**src/shared/dsod_pkg.sv**
```systemverilog
// constants, register map and carrier types for the drive status detector
// assumes a 10 MHz control clock and a 32-bit axi4-lite register bus
package dsod_pkg;
    // clock and time base
    localparam int CLK_HZ = 10_000_000;
    localparam int TICK_MS = 10;
    localparam int TICK_CYC = CLK_HZ / 1000 * TICK_MS;
    localparam int HOLD_MS = 100;
    localparam int HOLD_TICKS = HOLD_MS / TICK_MS;

    // register byte offsets
    localparam logic [7:0] A_BAND = 8'h00;
    localparam logic [7:0] A_FWD_THR = 8'h04;
    localparam logic [7:0] A_REV_THR = 8'h08;
    localparam logic [7:0] A_OC_LVL = 8'h0C;
    localparam logic [7:0] A_OC_DLY = 8'h10;
    localparam logic [7:0] A_ZC_LVL = 8'h14;
    localparam logic [7:0] A_ZC_TIME = 8'h18;
    localparam logic [7:0] A_ASSIGN0 = 8'h1C;
    localparam logic [7:0] A_ASSIGN1 = 8'h20;
    localparam logic [7:0] A_ASSIGN2 = 8'h24;
    localparam logic [7:0] A_START_F = 8'h28;
    localparam logic [7:0] A_STATUS = 8'h2C;
    localparam int NCFG = 11;

    // reset values; frequency in 0.1 Hz, current in %, times in ticks
    localparam logic [15:0] RV_BAND = 16'h000A;
    localparam logic [15:0] RV_FWD_THR = 16'h003C;
    localparam logic [15:0] RV_REV_THR = 16'h270F;
    localparam logic [15:0] RV_OC_LVL = 16'h0096;
    localparam logic [15:0] RV_OC_DLY = 16'h0000;
    localparam logic [15:0] RV_ZC_LVL = 16'h0005;
    localparam logic [15:0] RV_ZC_TIME = 16'h0032;
    localparam logic [15:0] RV_ASSIGN0 = 16'h0000;
    localparam logic [15:0] RV_ASSIGN1 = 16'h0004;
    localparam logic [15:0] RV_ASSIGN2 = 16'h0063;
    localparam logic [15:0] RV_START_F = 16'h0005;
    localparam logic [15:0] SAME_AS_FWD = 16'h270F;

    // assignment codes, inverted logic adds NEG_OFS
    localparam logic [7:0] C_RUN = 8'h00;
    localparam logic [7:0] C_ARRIVE = 8'h01;
    localparam logic [7:0] C_THRESH = 8'h04;
    localparam logic [7:0] C_OVERCUR = 8'h0C;
    localparam logic [7:0] C_ZEROCUR = 8'h0D;
    localparam logic [7:0] C_HWFAULT = 8'h5B;
    localparam logic [7:0] C_FAULT = 8'h63;
    localparam logic [7:0] NEG_OFS = 8'h64;
    localparam logic [7:0] NEG_MAX = 8'hC7;

    // fault codes; values are arbitrary
    localparam logic [7:0] F_BRAKE_TR = 8'h10;
    localparam logic [7:0] F_EARTH = 8'h11;
    localparam logic [7:0] F_PHASE_LOSS = 8'h12;
    localparam logic [7:0] F_PARAM_STORE = 8'h13;
    localparam logic [7:0] F_BOARD = 8'h14;
    localparam logic [7:0] F_CPU = 8'h15;
    localparam logic [7:0] F_INRUSH = 8'h16;
    localparam logic [7:0] F_ACCEL_OC = 8'h17;

    localparam logic [1:0] RESP_OKAY = 2'h0;
    localparam logic [1:0] RESP_SLVERR = 2'h2;

    // measured drive state
    typedef struct packed {
        logic [15:0] out_freq;
        logic [15:0] set_freq;
        logic [15:0] out_current;
        logic reverse;
        logic start_on;
        logic dc_brake;
        logic autotune;
        logic tripped;
        logic earth_fault;
        logic [7:0] fault_code;
    } dsod_meas_t;

    // internal status flags
    typedef struct packed {
        logic run_flag;
        logic freq_arrival_flag;
        logic freq_threshold_flag;
        logic overcurrent_flag;
        logic zero_current_flag;
        logic hw_fault_flag;
        logic fault_flag;
    } dsod_flags_t;
endpackage

```
**src/design/dsod_top.sv**
```systemverilog
// status-output detection: flags, comparators, timers, terminal routing
// assumes measurements synchronous to clk and an axi4-lite master
//
// Chosen here: the register addresses and the AXI4-Lite register port.
`timescale 1ns/1ps
`default_nettype none

// Summary of operation
// - fault flag follows drive trip
// - fault on relay by default; codes 99/199
// - hardware-fault flag for listed internal faults
// - codes 91/191 route hardware-fault flag
// - accel overcurrent with earth fault sets it
// - running flag on run terminal by default
// - arrival flag inside band of set frequency
// - codes 1/101 route arrival flag
// - threshold flag at or above forward threshold
// - reverse threshold in reverse; 9999 means forward
// - threshold terminal default; codes 4/104
// - dc braking forces frequency flags off
// - compare frequency taken before slip compensation
// - overcurrent flag after level exceeded past delay
// - overcurrent delay zero to ten seconds
// - overcurrent flag held about 100 ms
// - codes 12/112 route overcurrent flag
// - zero-current flag after low current past time
// - zero-current flag held about 100 ms
// - codes 13/113 route zero-current flag
// - zero-current level zero disables detection
// - current detectors also run during auto tuning
// - codes below 100 conduct, 100 to 199 invert
// - running when at or above starting frequency, not braking
module dsod_top #(
    parameter int TICK_CYC = dsod_pkg::TICK_CYC,
    parameter int HOLD_TICKS = dsod_pkg::HOLD_TICKS,
    parameter int NTERM = 3
) (
    // clock and reset
    input wire logic clk,
    input wire logic rst_b,
    // drive measurements
    input wire dsod_pkg::dsod_meas_t meas,
    // terminals and flags
    output logic [NTERM-1:0] term_out,
    output dsod_pkg::dsod_flags_t flags,
    // axi4-lite write
    input wire logic [7:0] awaddr,
    input wire logic awvalid,
    output logic awready,
    input wire logic [31:0] wdata,
    input wire logic [3:0] wstrb,
    input wire logic wvalid,
    output logic wready,
    output logic [1:0] bresp,
    output logic bvalid,
    input wire logic bready,
    // axi4-lite read
    input wire logic [7:0] araddr,
    input wire logic arvalid,
    output logic arready,
    output logic [31:0] rdata,
    output logic [1:0] rresp,
    output logic rvalid,
    input wire logic rready
);
    localparam int TW = $clog2(TICK_CYC + 1);
    localparam logic [15:0] HOLD_N = 16'(HOLD_TICKS);

    // refuse settings the counters cannot serve
    if (TICK_CYC < 1 || HOLD_TICKS < 1 || HOLD_TICKS > 65535 ||
        NTERM != 3) begin : g_chk
        $error("dsod_top: bad parameter");
    end

    // decoded index of a register byte address, NCFG when unmapped
    function automatic int reg_idx(input logic [7:0] a);
        if (a[1:0] != 2'h0 || a > dsod_pkg::A_START_F) begin
            return dsod_pkg::NCFG;
        end
        return int'(a[7:2]);
    endfunction

    // saturating tick counter step, restarts when the condition drops
    function automatic logic [15:0] tstep(input logic c, input logic t,
                                          input logic [15:0] n);
        if (!c) begin
            return 16'h0000;
        end
        // saturate, never wrap
        if (t && n != 16'hFFFF) begin
            return n + 16'h0001;
        end
        return n;
    endfunction

    // flag picked by a terminal's assignment code
    function automatic logic route(input logic [15:0] code,
                                   input dsod_pkg::dsod_flags_t f);
        logic [7:0] base;
        logic inv;
        logic v;
        base = 8'h00;
        inv = 1'b0;
        v = 1'b0;
        if (code[15:8] == 8'h00 && code[7:0] <= dsod_pkg::NEG_MAX) begin
            // 100 up: inverted twin
            inv = code[7:0] >= dsod_pkg::NEG_OFS;
            base = inv ? code[7:0] - dsod_pkg::NEG_OFS : code[7:0];
            case (base)
                dsod_pkg::C_RUN: v = f.run_flag;
                dsod_pkg::C_ARRIVE: v = f.freq_arrival_flag;
                dsod_pkg::C_THRESH: v = f.freq_threshold_flag;
                dsod_pkg::C_OVERCUR: v = f.overcurrent_flag;
                dsod_pkg::C_ZEROCUR: v = f.zero_current_flag;
                dsod_pkg::C_HWFAULT: v = f.hw_fault_flag;
                dsod_pkg::C_FAULT: v = f.fault_flag;
                default: begin
                    v = 1'b0;
                    inv = 1'b0; // no function: terminal stays open
                end
            endcase
        end
        return v ^ inv;
    endfunction

    // settings by register index
    logic [15:0] cfg_r [dsod_pkg::NCFG];

    // tick and current timers
    logic [TW-1:0] pre_r;
    logic tick_r;
    logic [15:0] oc_cnt_r;
    logic [15:0] zc_cnt_r;
    logic [15:0] oc_hold_r;
    logic [15:0] zc_hold_r;

    // comparator terms
    logic [15:0] thr;
    logic [31:0] diff_x100;
    logic [31:0] band_x;

    // detector terms, next flags
    logic run_c;
    logic det_run;
    logic oc_cond;
    logic zc_cond;
    logic oc_q;
    logic zc_q;
    logic hw_c;
    dsod_pkg::dsod_flags_t fl;

    // bus decode
    int widx;
    int ridx;
    logic [15:0] rd_v;

    // 10 ms time base shared by all timers
    // tick_r high one cycle per period
    always_ff @(posedge clk or negedge rst_b) begin
        if (!rst_b) begin
            pre_r <= '0;
            tick_r <= 1'b0;
        end else if (pre_r == TW'(TICK_CYC - 1)) begin
            pre_r <= '0;
            tick_r <= 1'b1;
        end else begin
            pre_r <= pre_r + TW'(1);
            tick_r <= 1'b0;
        end
    end

    // running indication and frequency comparisons on pre-slip value
    always_comb begin
        run_c = meas.start_on && !meas.dc_brake &&
                meas.out_freq >= cfg_r[10];
        // reverse uses its own threshold unless marked same
        thr = (meas.reverse && cfg_r[2] != dsod_pkg::SAME_AS_FWD) ?
              cfg_r[2] : cfg_r[1];
        // |f - fset| * 100 <= fset * band, no division needed
        diff_x100 = (meas.out_freq >= meas.set_freq) ?
            32'(meas.out_freq - meas.set_freq) * 32'd100 :
            32'(meas.set_freq - meas.out_freq) * 32'd100;
        band_x = 32'(meas.set_freq) * 32'(cfg_r[0]);
    end

    // current detector conditions; tuning keeps them alive
    always_comb begin
        det_run = run_c || meas.autotune;
        oc_cond = det_run && meas.out_current > cfg_r[3];
        zc_cond = det_run && cfg_r[5] != 16'h0000 &&
                  meas.out_current < cfg_r[5];
        // strictly longer than the set delay
        oc_q = oc_cond && oc_cnt_r > cfg_r[4];
        zc_q = zc_cond && zc_cnt_r > cfg_r[6];
    end

    // qualifying timers restart whenever the condition drops
    always_ff @(posedge clk or negedge rst_b) begin
        if (!rst_b) begin
            oc_cnt_r <= 16'h0000;
        end else begin
            oc_cnt_r <= tstep(oc_cond, tick_r, oc_cnt_r);
        end
    end

    // zero-current timer, same restart
    always_ff @(posedge clk or negedge rst_b) begin
        if (!rst_b) begin
            zc_cnt_r <= 16'h0000;
        end else begin
            zc_cnt_r <= tstep(zc_cond, tick_r, zc_cnt_r);
        end
    end

    // minimum on time once a current flag rises
    always_ff @(posedge clk or negedge rst_b) begin
        if (!rst_b) begin
            oc_hold_r <= 16'h0000;
        end else if (oc_q) begin
            oc_hold_r <= HOLD_N;
        end else if (tick_r && oc_hold_r != 16'h0000) begin
            oc_hold_r <= oc_hold_r - 16'h0001;
        end
    end

    // zero-current hold, same scheme
    always_ff @(posedge clk or negedge rst_b) begin
        if (!rst_b) begin
            zc_hold_r <= 16'h0000;
        end else if (zc_q) begin
            zc_hold_r <= HOLD_N;
        end else if (tick_r && zc_hold_r != 16'h0000) begin
            zc_hold_r <= zc_hold_r - 16'h0001;
        end
    end

    // hardware-fault decode of the active trip code
    always_comb begin
        case (meas.fault_code)
            dsod_pkg::F_BRAKE_TR,
            dsod_pkg::F_EARTH,
            dsod_pkg::F_PHASE_LOSS,
            dsod_pkg::F_PARAM_STORE,
            dsod_pkg::F_BOARD,
            dsod_pkg::F_CPU,
            dsod_pkg::F_INRUSH: hw_c = meas.tripped;
            // earth fault may surface as an accel overcurrent
            dsod_pkg::F_ACCEL_OC: hw_c = meas.tripped && meas.earth_fault;
            // any other code leaves it off
            default: hw_c = 1'b0;
        endcase
    end

    // flag vector before registering
    always_comb begin
        fl.run_flag = run_c;
        fl.freq_arrival_flag = !meas.dc_brake &&
                               diff_x100 <= band_x;
        fl.freq_threshold_flag = !meas.dc_brake &&
                                 meas.out_freq >= thr;
        fl.overcurrent_flag = oc_q || oc_hold_r != 16'h0000;
        fl.zero_current_flag = zc_q || zc_hold_r != 16'h0000;
        fl.hw_fault_flag = hw_c;
        fl.fault_flag = meas.tripped;
    end

    // flags and terminals straight from flip-flops
    always_ff @(posedge clk or negedge rst_b) begin
        if (!rst_b) begin
            flags <= '0;
            term_out <= '0;
        end else begin
            // terminals see the same flags
            flags <= fl;
            for (int i = 0; i < NTERM; i++) begin
                term_out[i] <= route(cfg_r[7 + i], fl);
            end
        end
    end

    // register index decode and read-data mux
    always_comb begin
        widx = reg_idx(awaddr);
        ridx = reg_idx(araddr);
        rd_v = 16'h0000;
        if (araddr == dsod_pkg::A_STATUS) begin
            rd_v = 16'(fl);
        end else if (ridx < dsod_pkg::NCFG) begin
            rd_v = cfg_r[ridx];
        end
    end

    // configuration store; only low two byte lanes are meaningful
    always_ff @(posedge clk or negedge rst_b) begin
        if (!rst_b) begin
            cfg_r[0] <= dsod_pkg::RV_BAND;
            cfg_r[1] <= dsod_pkg::RV_FWD_THR;
            cfg_r[2] <= dsod_pkg::RV_REV_THR;
            cfg_r[3] <= dsod_pkg::RV_OC_LVL;
            cfg_r[4] <= dsod_pkg::RV_OC_DLY;
            cfg_r[5] <= dsod_pkg::RV_ZC_LVL;
            cfg_r[6] <= dsod_pkg::RV_ZC_TIME;
            cfg_r[7] <= dsod_pkg::RV_ASSIGN0;
            cfg_r[8] <= dsod_pkg::RV_ASSIGN1;
            cfg_r[9] <= dsod_pkg::RV_ASSIGN2;
            cfg_r[10] <= dsod_pkg::RV_START_F;
        end else if (awvalid && wvalid && !bvalid &&
                     widx < dsod_pkg::NCFG) begin
            // upper lanes have no storage
            if (wstrb[0]) begin
                cfg_r[widx][7:0] <= wdata[7:0];
            end
            if (wstrb[1]) begin
                cfg_r[widx][15:8] <= wdata[15:8];
            end
        end
    end

    // write handshake and response
    always_ff @(posedge clk or negedge rst_b) begin
        if (!rst_b) begin
            awready <= 1'b0;
            wready <= 1'b0;
            bvalid <= 1'b0;
            bresp <= dsod_pkg::RESP_OKAY;
        end else if (bvalid) begin
            // a waiting response blocks writes
            awready <= 1'b0;
            wready <= 1'b0;
            if (bready) begin
                bvalid <= 1'b0;
            end
        end else if (awvalid && wvalid && !awready) begin
            // ready pulses one cycle; store happens the same edge
            awready <= 1'b1;
            wready <= 1'b1;
            bvalid <= 1'b1;
            bresp <= (widx < dsod_pkg::NCFG) ? dsod_pkg::RESP_OKAY :
                     dsod_pkg::RESP_SLVERR;
        end else begin
            awready <= 1'b0;
            wready <= 1'b0;
        end
    end

    // read handshake; status word is read-only
    always_ff @(posedge clk or negedge rst_b) begin
        if (!rst_b) begin
            arready <= 1'b0;
            rvalid <= 1'b0;
            rdata <= 32'h0000_0000;
            rresp <= dsod_pkg::RESP_OKAY;
        end else if (rvalid) begin
            // rdata frozen until rready
            arready <= 1'b0;
            if (rready) begin
                rvalid <= 1'b0;
            end
        end else if (arvalid && !arready) begin
            arready <= 1'b1;
            rvalid <= 1'b1;
            rdata <= {16'h0000, rd_v};
            rresp <= (ridx < dsod_pkg::NCFG ||
                      araddr == dsod_pkg::A_STATUS) ?
                     dsod_pkg::RESP_OKAY : dsod_pkg::RESP_SLVERR;
        end else begin
            arready <= 1'b0;
        end
    end
endmodule

`default_nettype wire

```
**config.mk**
```make
export PLATFORM = sky130hd
export DESIGN_NAME = dsod_top
export DESIGN_NICKNAME = d
export VERILOG_FILES = /design/src/shared/dsod_pkg.sv /design/src/design/dsod_top.sv
export SDC_FILE = /design/constraint.sdc
export NUM_CORES = 2
export LEC_CHECK = 0
export BUFFER_PORTS_ARGS = -buffer_cell sky130_fd_sc_hd__buf_2
export CAP_MARGIN = 20
export CORE_ASPECT_RATIO = 0.7
export CORE_UTILIZATION = 60
export CTS_BUF_LIST = sky130_fd_sc_hd__clkbuf_8
export DETAILED_ROUTE_END_ITERATION = 7
export GPL_ROUTABILITY_DRIVEN = 0
export HOLD_SLACK_MARGIN = 0.1
export PLACE_DENSITY = 0.78
export SETUP_SLACK_MARGIN = 0.3
export SLEW_MARGIN = 20
export SYNTH_ARGS = -nofsm -noshare
export SYNTH_HDL_FRONTEND = slang
export SYNTH_SLANG_ARGS = --single-unit
```
**constraint.sdc**
```tcl
create_clock -name clk -period 16.6 [get_ports clk]
set_clock_uncertainty 0.1 [all_clocks]
set_input_delay 1.66 -clock clk [delete_from_list [all_inputs] [get_ports clk]]
set_output_delay 1.66 -clock clk [all_outputs]
set_load 0.01 [all_outputs]
```
======== Word level (Yosys, flattened, before mapping) ========
Cells that the tools add are included.
storage, ports and cells
  flip-flop bits (word level) ............. 292
  latch bits .............................. 0
  RAM bits ................................ 0
  ROM bits ................................ 0
  input bits .............................. 121
  output and inout port bits .............. 51
  word-level logic and storage cells ...... 225
  memories ................................ 0
cells by class
  $add $sub $neg .......................... 10
  multiply operators ...................... 3
  divide/modulo/power cells ............... 0
  $lt $le $gt $ge ......................... 21
  equality and inequality tests ........... 33
  shift operators ......................... 0
  muxes and demuxes ....................... 66
  bitwise logic cells ..................... 7
  reductions and logical operators ........ 53
operator list
  operator                                                                        count
  176-bit 2-to-1 mux                                                              3
  176-bit bitwise mux                                                             2
  16-bit 2-to-1 mux                                                               18
  16-bit demux with 4-bit select                                                  2
  32-bit 2-to-1 mux                                                               3
  16-bit binary-select mux with 4-bit select                                      1
  8-bit by 5-bit == test with 1-bit output (second input constant)                8
  32-bit by 5-bit >= comparator with 1-bit output (second input constant)         2
  32-bit by 5-bit less-than comparator with 1-bit output (second input constant)  2
  32-bit by 5-bit multiplier with 30-bit output (second input constant)           2
  32-bit NOT                                                                      2
  8-bit by 4-bit == test with 1-bit output (second input constant)                6
  8-bit by 7-bit == test with 1-bit output (second input constant)                6
  16-bit >= comparator                                                            3
  16-bit greater-than comparator                                                  3
  8-bit logical NOT                                                               6
  16-bit nonzero test                                                             3
  16-bit by 16-bit subtractor with 17-bit output                                  2
  16-bit by 1-bit adder with 16-bit output (second input constant)                2
  32-bit <= comparator                                                            1
  32-bit by 1-bit less-than comparator with 1-bit output (second input constant)  1
  16-bit by 16-bit multiplier with 32-bit output                                  1
  8-bit 2-to-1 mux                                                                4
  16-bit inequality test (second input constant)                                  2
  27 further kinds                                                                108

======== Depth between registers and ports, before layout ========
  depth in word-level cells ............... 14
  depth in mapped cells ................... 39
  mapped depth without buffers ............ 38

======== Least setup slack after synthesis ========
OpenSTA, ideal clock, no wires.
  path type ............................... input to register
  start ................................... input meas[43] in the netlist's numbering
  end ..................................... register term_out[2]
  library setup time ...................... 87 ps
  arrival ................................. 9415 ps
  data required time ...................... 16413 ps
  setup slack ............................. 6998 ps
  stages .................................. 34
  path buffers ............................ 2
  cells stage by stage .................... clkbuf_1 > clkbuf_1 > nand2_1 > fa_1 > fa_1 > fa_1 > inv_1 > fa_1 > fa_1 > inv_1 > fa_1 > inv_1 > ha_1 > and3_1 > a221oi_1 > nand2b_1 > a311oi_1 > o211a_1 > o21a_1 > o21ai_0 > nand2b_1 > a21oi_1 > xnor2_1 > ha_1 > nand4_1 > nor4_1 > and3_1 > nor2b_1 > a211oi_2 > nor2b_1 > a21oi_1 > o311ai_0 > o21ai_0 > a211oi_2
RTL lines
  what                            line             source
  start: declaration              dsod_top.sv:42   input wire dsod_pkg::dsod_meas_t meas,
  end signal: indexed assignment  dsod_top.sv:276  term_out[i] <= route(cfg_r[7 + i], fl);
  end: declaration                dsod_top.sv:44   output logic [NTERM-1:0] term_out,

==> results.json <==
{
  "grt_use_total_pct": 31.0,
  "worstSetupStartpointType": "input pin",
  "combPwrFrac_pct": 54.5,
  "max_freq_mhz": 89.3,
  "wirelength_um": 83500,
  "ios": 172,
  "hp-class": "reg -> reg",
  "synth_edf_count": 0,
  "path_max_fanout": 19,
  "tightest_slew_ps": 1270,
  "post_cts_buffers": 0,
  "cts_root_buffer": "clkbuf_8",
  "drcViolationCount": 0,
  "worstHoldEndpoint": "rdata[12]",
  "antenna_found_initial": 3,
  "pwr-share-seq_pct": 25.8,
  "critPathArrivalTime_ps": 11600,
  "rsz0062_at_grt": "false",
  "worstReg2RegStart": "cfg_r[168]",
  "netlist-cell-type-count": 96,
  "reg2regPathDepth": 34,
  "internal_power_uw": 1650,
  "dr.pass1.iters": 5,
  "final_cells": 4282,
  "max_stage_delay_ps": 1020,
  "initial_utilization_pct": 61.5,
  "post_cts_resized": 0,
  "vias_per_cell": 6.00,
  "worstSetupPathType": "in -> reg",
  "cpMostUsedCell": "ha_1",
  "synthesis.area_um2": 31600,
  "pwr-share-clk_pct": 19.7,
  "cp.required_ps": 17000,
  "syn_avg_cell_area_um2": 8.94,
  "htreeDepth": 2,
  "maxCapViolCount": 0,
  "nets": 4296,
  "dieWidth_um": 276,
  "hold_depth": 2,
  "die_y_um": 194,
  "ys_seq_area_share_pct": 23.1,
  "yosys-mux-area-fraction_pct": 7.06,
  "synth_top_flop_cell": "dfrtp_1",
  "hp-start": "rdata[12]",
  "io_buffers": 135,
  "synthCells": 3533,
  "antenna_left": 0,
  "power_switching_uw": 1220,
  "reg2reg_to": "term_out[2]",
  "yosys.area_share.simple_pct": 15.9,
  "clk-insertion-delay-late_ps": 610,
  "final.min_clock_period_ps": 11200,
  "dr_total_vias": 25678,
  "synth_compound_area_share_pct": 12.7,
  "post-route-period-util_pct": 67.5,
  "tritoncts": "done",
  "max_slew_margin_pct": 14.0,
  "pwr_density_cell_nw_per_um2": 86.2,
  "slowest_stage": "o41ai_1",
  "grt_overflow": 0,
  "holdBufCountCts": 0,
  "r2r_slack_ps": 6160,
  "grt_pass1_vias": 24080,
  "drive_above_1_share_pct": 11.8,
  "synth_async_sr_flop_share_pct": 100,
  "finalHoldViolCount": 0,
  "syn_to_final_growth_pct": 5.61,
  "die_area_um2": 53600,
  "slew_violations": 0,
  "place_inst": 4207,
  "routedWlPerCell_um": 19.5,
  "switching_share_pct": 42.5,
  "peakVddDrop_uv": 99.5,
  "dpl.hpwl_um": 65500,
  "grt_pass1_wl_um": 132000,
  "whs_ps": 375,
  "path_clk_slew_ps": 70,
  "status": "complete, no violations",
  "setup_viol": 0,
  "synth_top_family_by_area": "adder cells",
  "endpoint_kind": "register",
  "clock_path_buffers": 3,
  "ys_warn_count": 0,
  "grt_max_degree": 174,
  "clock_sinks": 290,
  "fin_setup_tns_ps": 0,
  "leakage_uw": 0.0164,
  "core-area_um2": 51400,
  "yosys_register_bits": 290,
  "synth_xor_area_share_pct": 3.96,
  "num_rows": 69,
  "synth_fa_ha_area_share_pct": 29.2,
  "fillers": 4221,
  "numCtsBuffers": 40,
  "drt_iter0_drc": 2600
}
[synthesized netlist by cell type (all sizes together) (21+ instances only)]
master,n,area [µm²]
o21ai,186,935
nand3,71,355
fa,228,4560
a21o,40,300
clkbuf,118,443
buf,45,283
nor4,33,225
o21a,22,165
and2,119,744
a211oi,31,248
nand2b,35,219
xnor2,79,692
dfrtp,260,6510
dfstp,30,788
nor3,41,215
a21oi,140,727
or3,24,150
mux2i,45,450
nand4,42,263
nand2,378,1420
nor2b,36,225
xor2,64,561
a31oi,25,171
mux2,152,1710
nor2,197,752
ha,372,4650
inv,484,1820
o211ai,21,158
[final cells by class]
class | count | area, µm² | area share, %
Antenna cell | 1 | 2.50 | 0.00750
Clock buffer | 51 | 702 | 2.10
Clock inverter | 23 | 97.6 | 0.292
Inverter | 484 | 1820 | 5.44
Multi-Input combinational cell | 2613 | 21800 | 65.4
Sequential cell | 290 | 7290 | 21.9
Tap cell | 674 | 843 | 2.53
Timing Repair Buffer | 146 | 781 | 2.34
[state kept, by name, indices dropped and copies added (netlist names)]
register and cells:
cfg_r 176, zc_hold_r 16, rdata 16, rresp 1, zc_cnt_r 16, arready 1, term_out 3, bresp 1
bvalid 1, pre_r 17, oc_cnt_r 16, flags 7, rvalid 1, wready 1, tick_r 1, oc_hold_r 16
[power by group through the flow]
stage               registers [µW]  logic, µW  clock network [µW]
floorplan                      754       1180                   0
global placement               753       1500                   0
detailed placement             754       1540                   0
CTS                            741       1550                 570
global route                   744       1780                 604
finish                         742       1570                 568
[layer usage]
metal | track usage (%) | vias up | share of wire, % | wire length, µm
met1 | 47.3 | 12389 | 46 | 38500
met3 | 9.53 | 132 | 12 | 9890
met5 | 4.51 | - | 0.43 | 362
met2 | 41.9 | 1173 | 39 | 33000
li1 | - | 11976 | - | -
met4 | 6.81 | 8 | 2.1 | 1750
[stage by stage]
stage / setup slack, ps / cell area, µm² / util, % / total power (µW)
after global routing: 4920 / 33400 / 65.0 / 3120
after floorplan: 7000 / 31700 / - / 1930
after CTS: 5770 / 33400 / 64.9 / 2860
after global placement: 5430 / 32600 / 63.4 / 2250
after detailed placement: 5210 / 32600 / 63.4 / 2300
final: 5400 / 33400 / 65.0 / 2880
[worst max-delay path, delay by kind of cell]
family                     cells  cell delay (ps)
muxes                          1              360
buffers and inverters          4              630
adders and majority gates      6             2090
xor gates and xnor gates       1              340
AOI/OAI and AO/OA             17             4470
and+or+nand+nor                7             2020
[layout by cell type (no fill, tap or decap), types with 28 or more instances in the layout]
cell      netlist  layout
nor4_1         30      30
ha_1          372     372
xnor2_1        79      79
xor2_1         64      64
a211oi_1       28      28
and2_1        118     118
mux2i_1        45      45
nand2b_1       35      35
dfrtp_1       260     260
inv_1         484     501
nand4_1        42      42
nand3_1        71      71
nand2_1       377     377
o21ai_0       175     175
dfstp_2        30      30
nor3_1         39      39
mux2_2        152     152
buf_2          13     134
a21oi_1       137     137
fa_1          228     228
nor2_1        194     193
nor2b_1        36      36
clkbuf_8        0      51
a21o_1         40      40
[how the worst max path moves through the flow]
| stage | start | end |
|---|---|---|
| floorplan | meas[43] | term_out[2] |
| global placement | meas[31] | term_out[2] |
| detailed placement | meas[31] | term_out[2] |
| CTS | meas[31] | term_out[2] |
| global route | meas[31] | term_out[2] |
| finish | meas[31] | term_out[2] |
[kinds of logic (layout without fill, tap and decap cells)]
kind of cell             after synthesis  after routing
flip-flops                           290            290
multiplexers                         200            200
other                                  1             19
buffers and inverters                647            704
AND/OR/NAND/NOR                     1037           1037
AO/OA/AOI/OAI                        615            615
XOR/XNOR                             143            143
adder cells (fa/ha/maj)              600            600
Note: power is estimated with default switching activity, not from simulation.
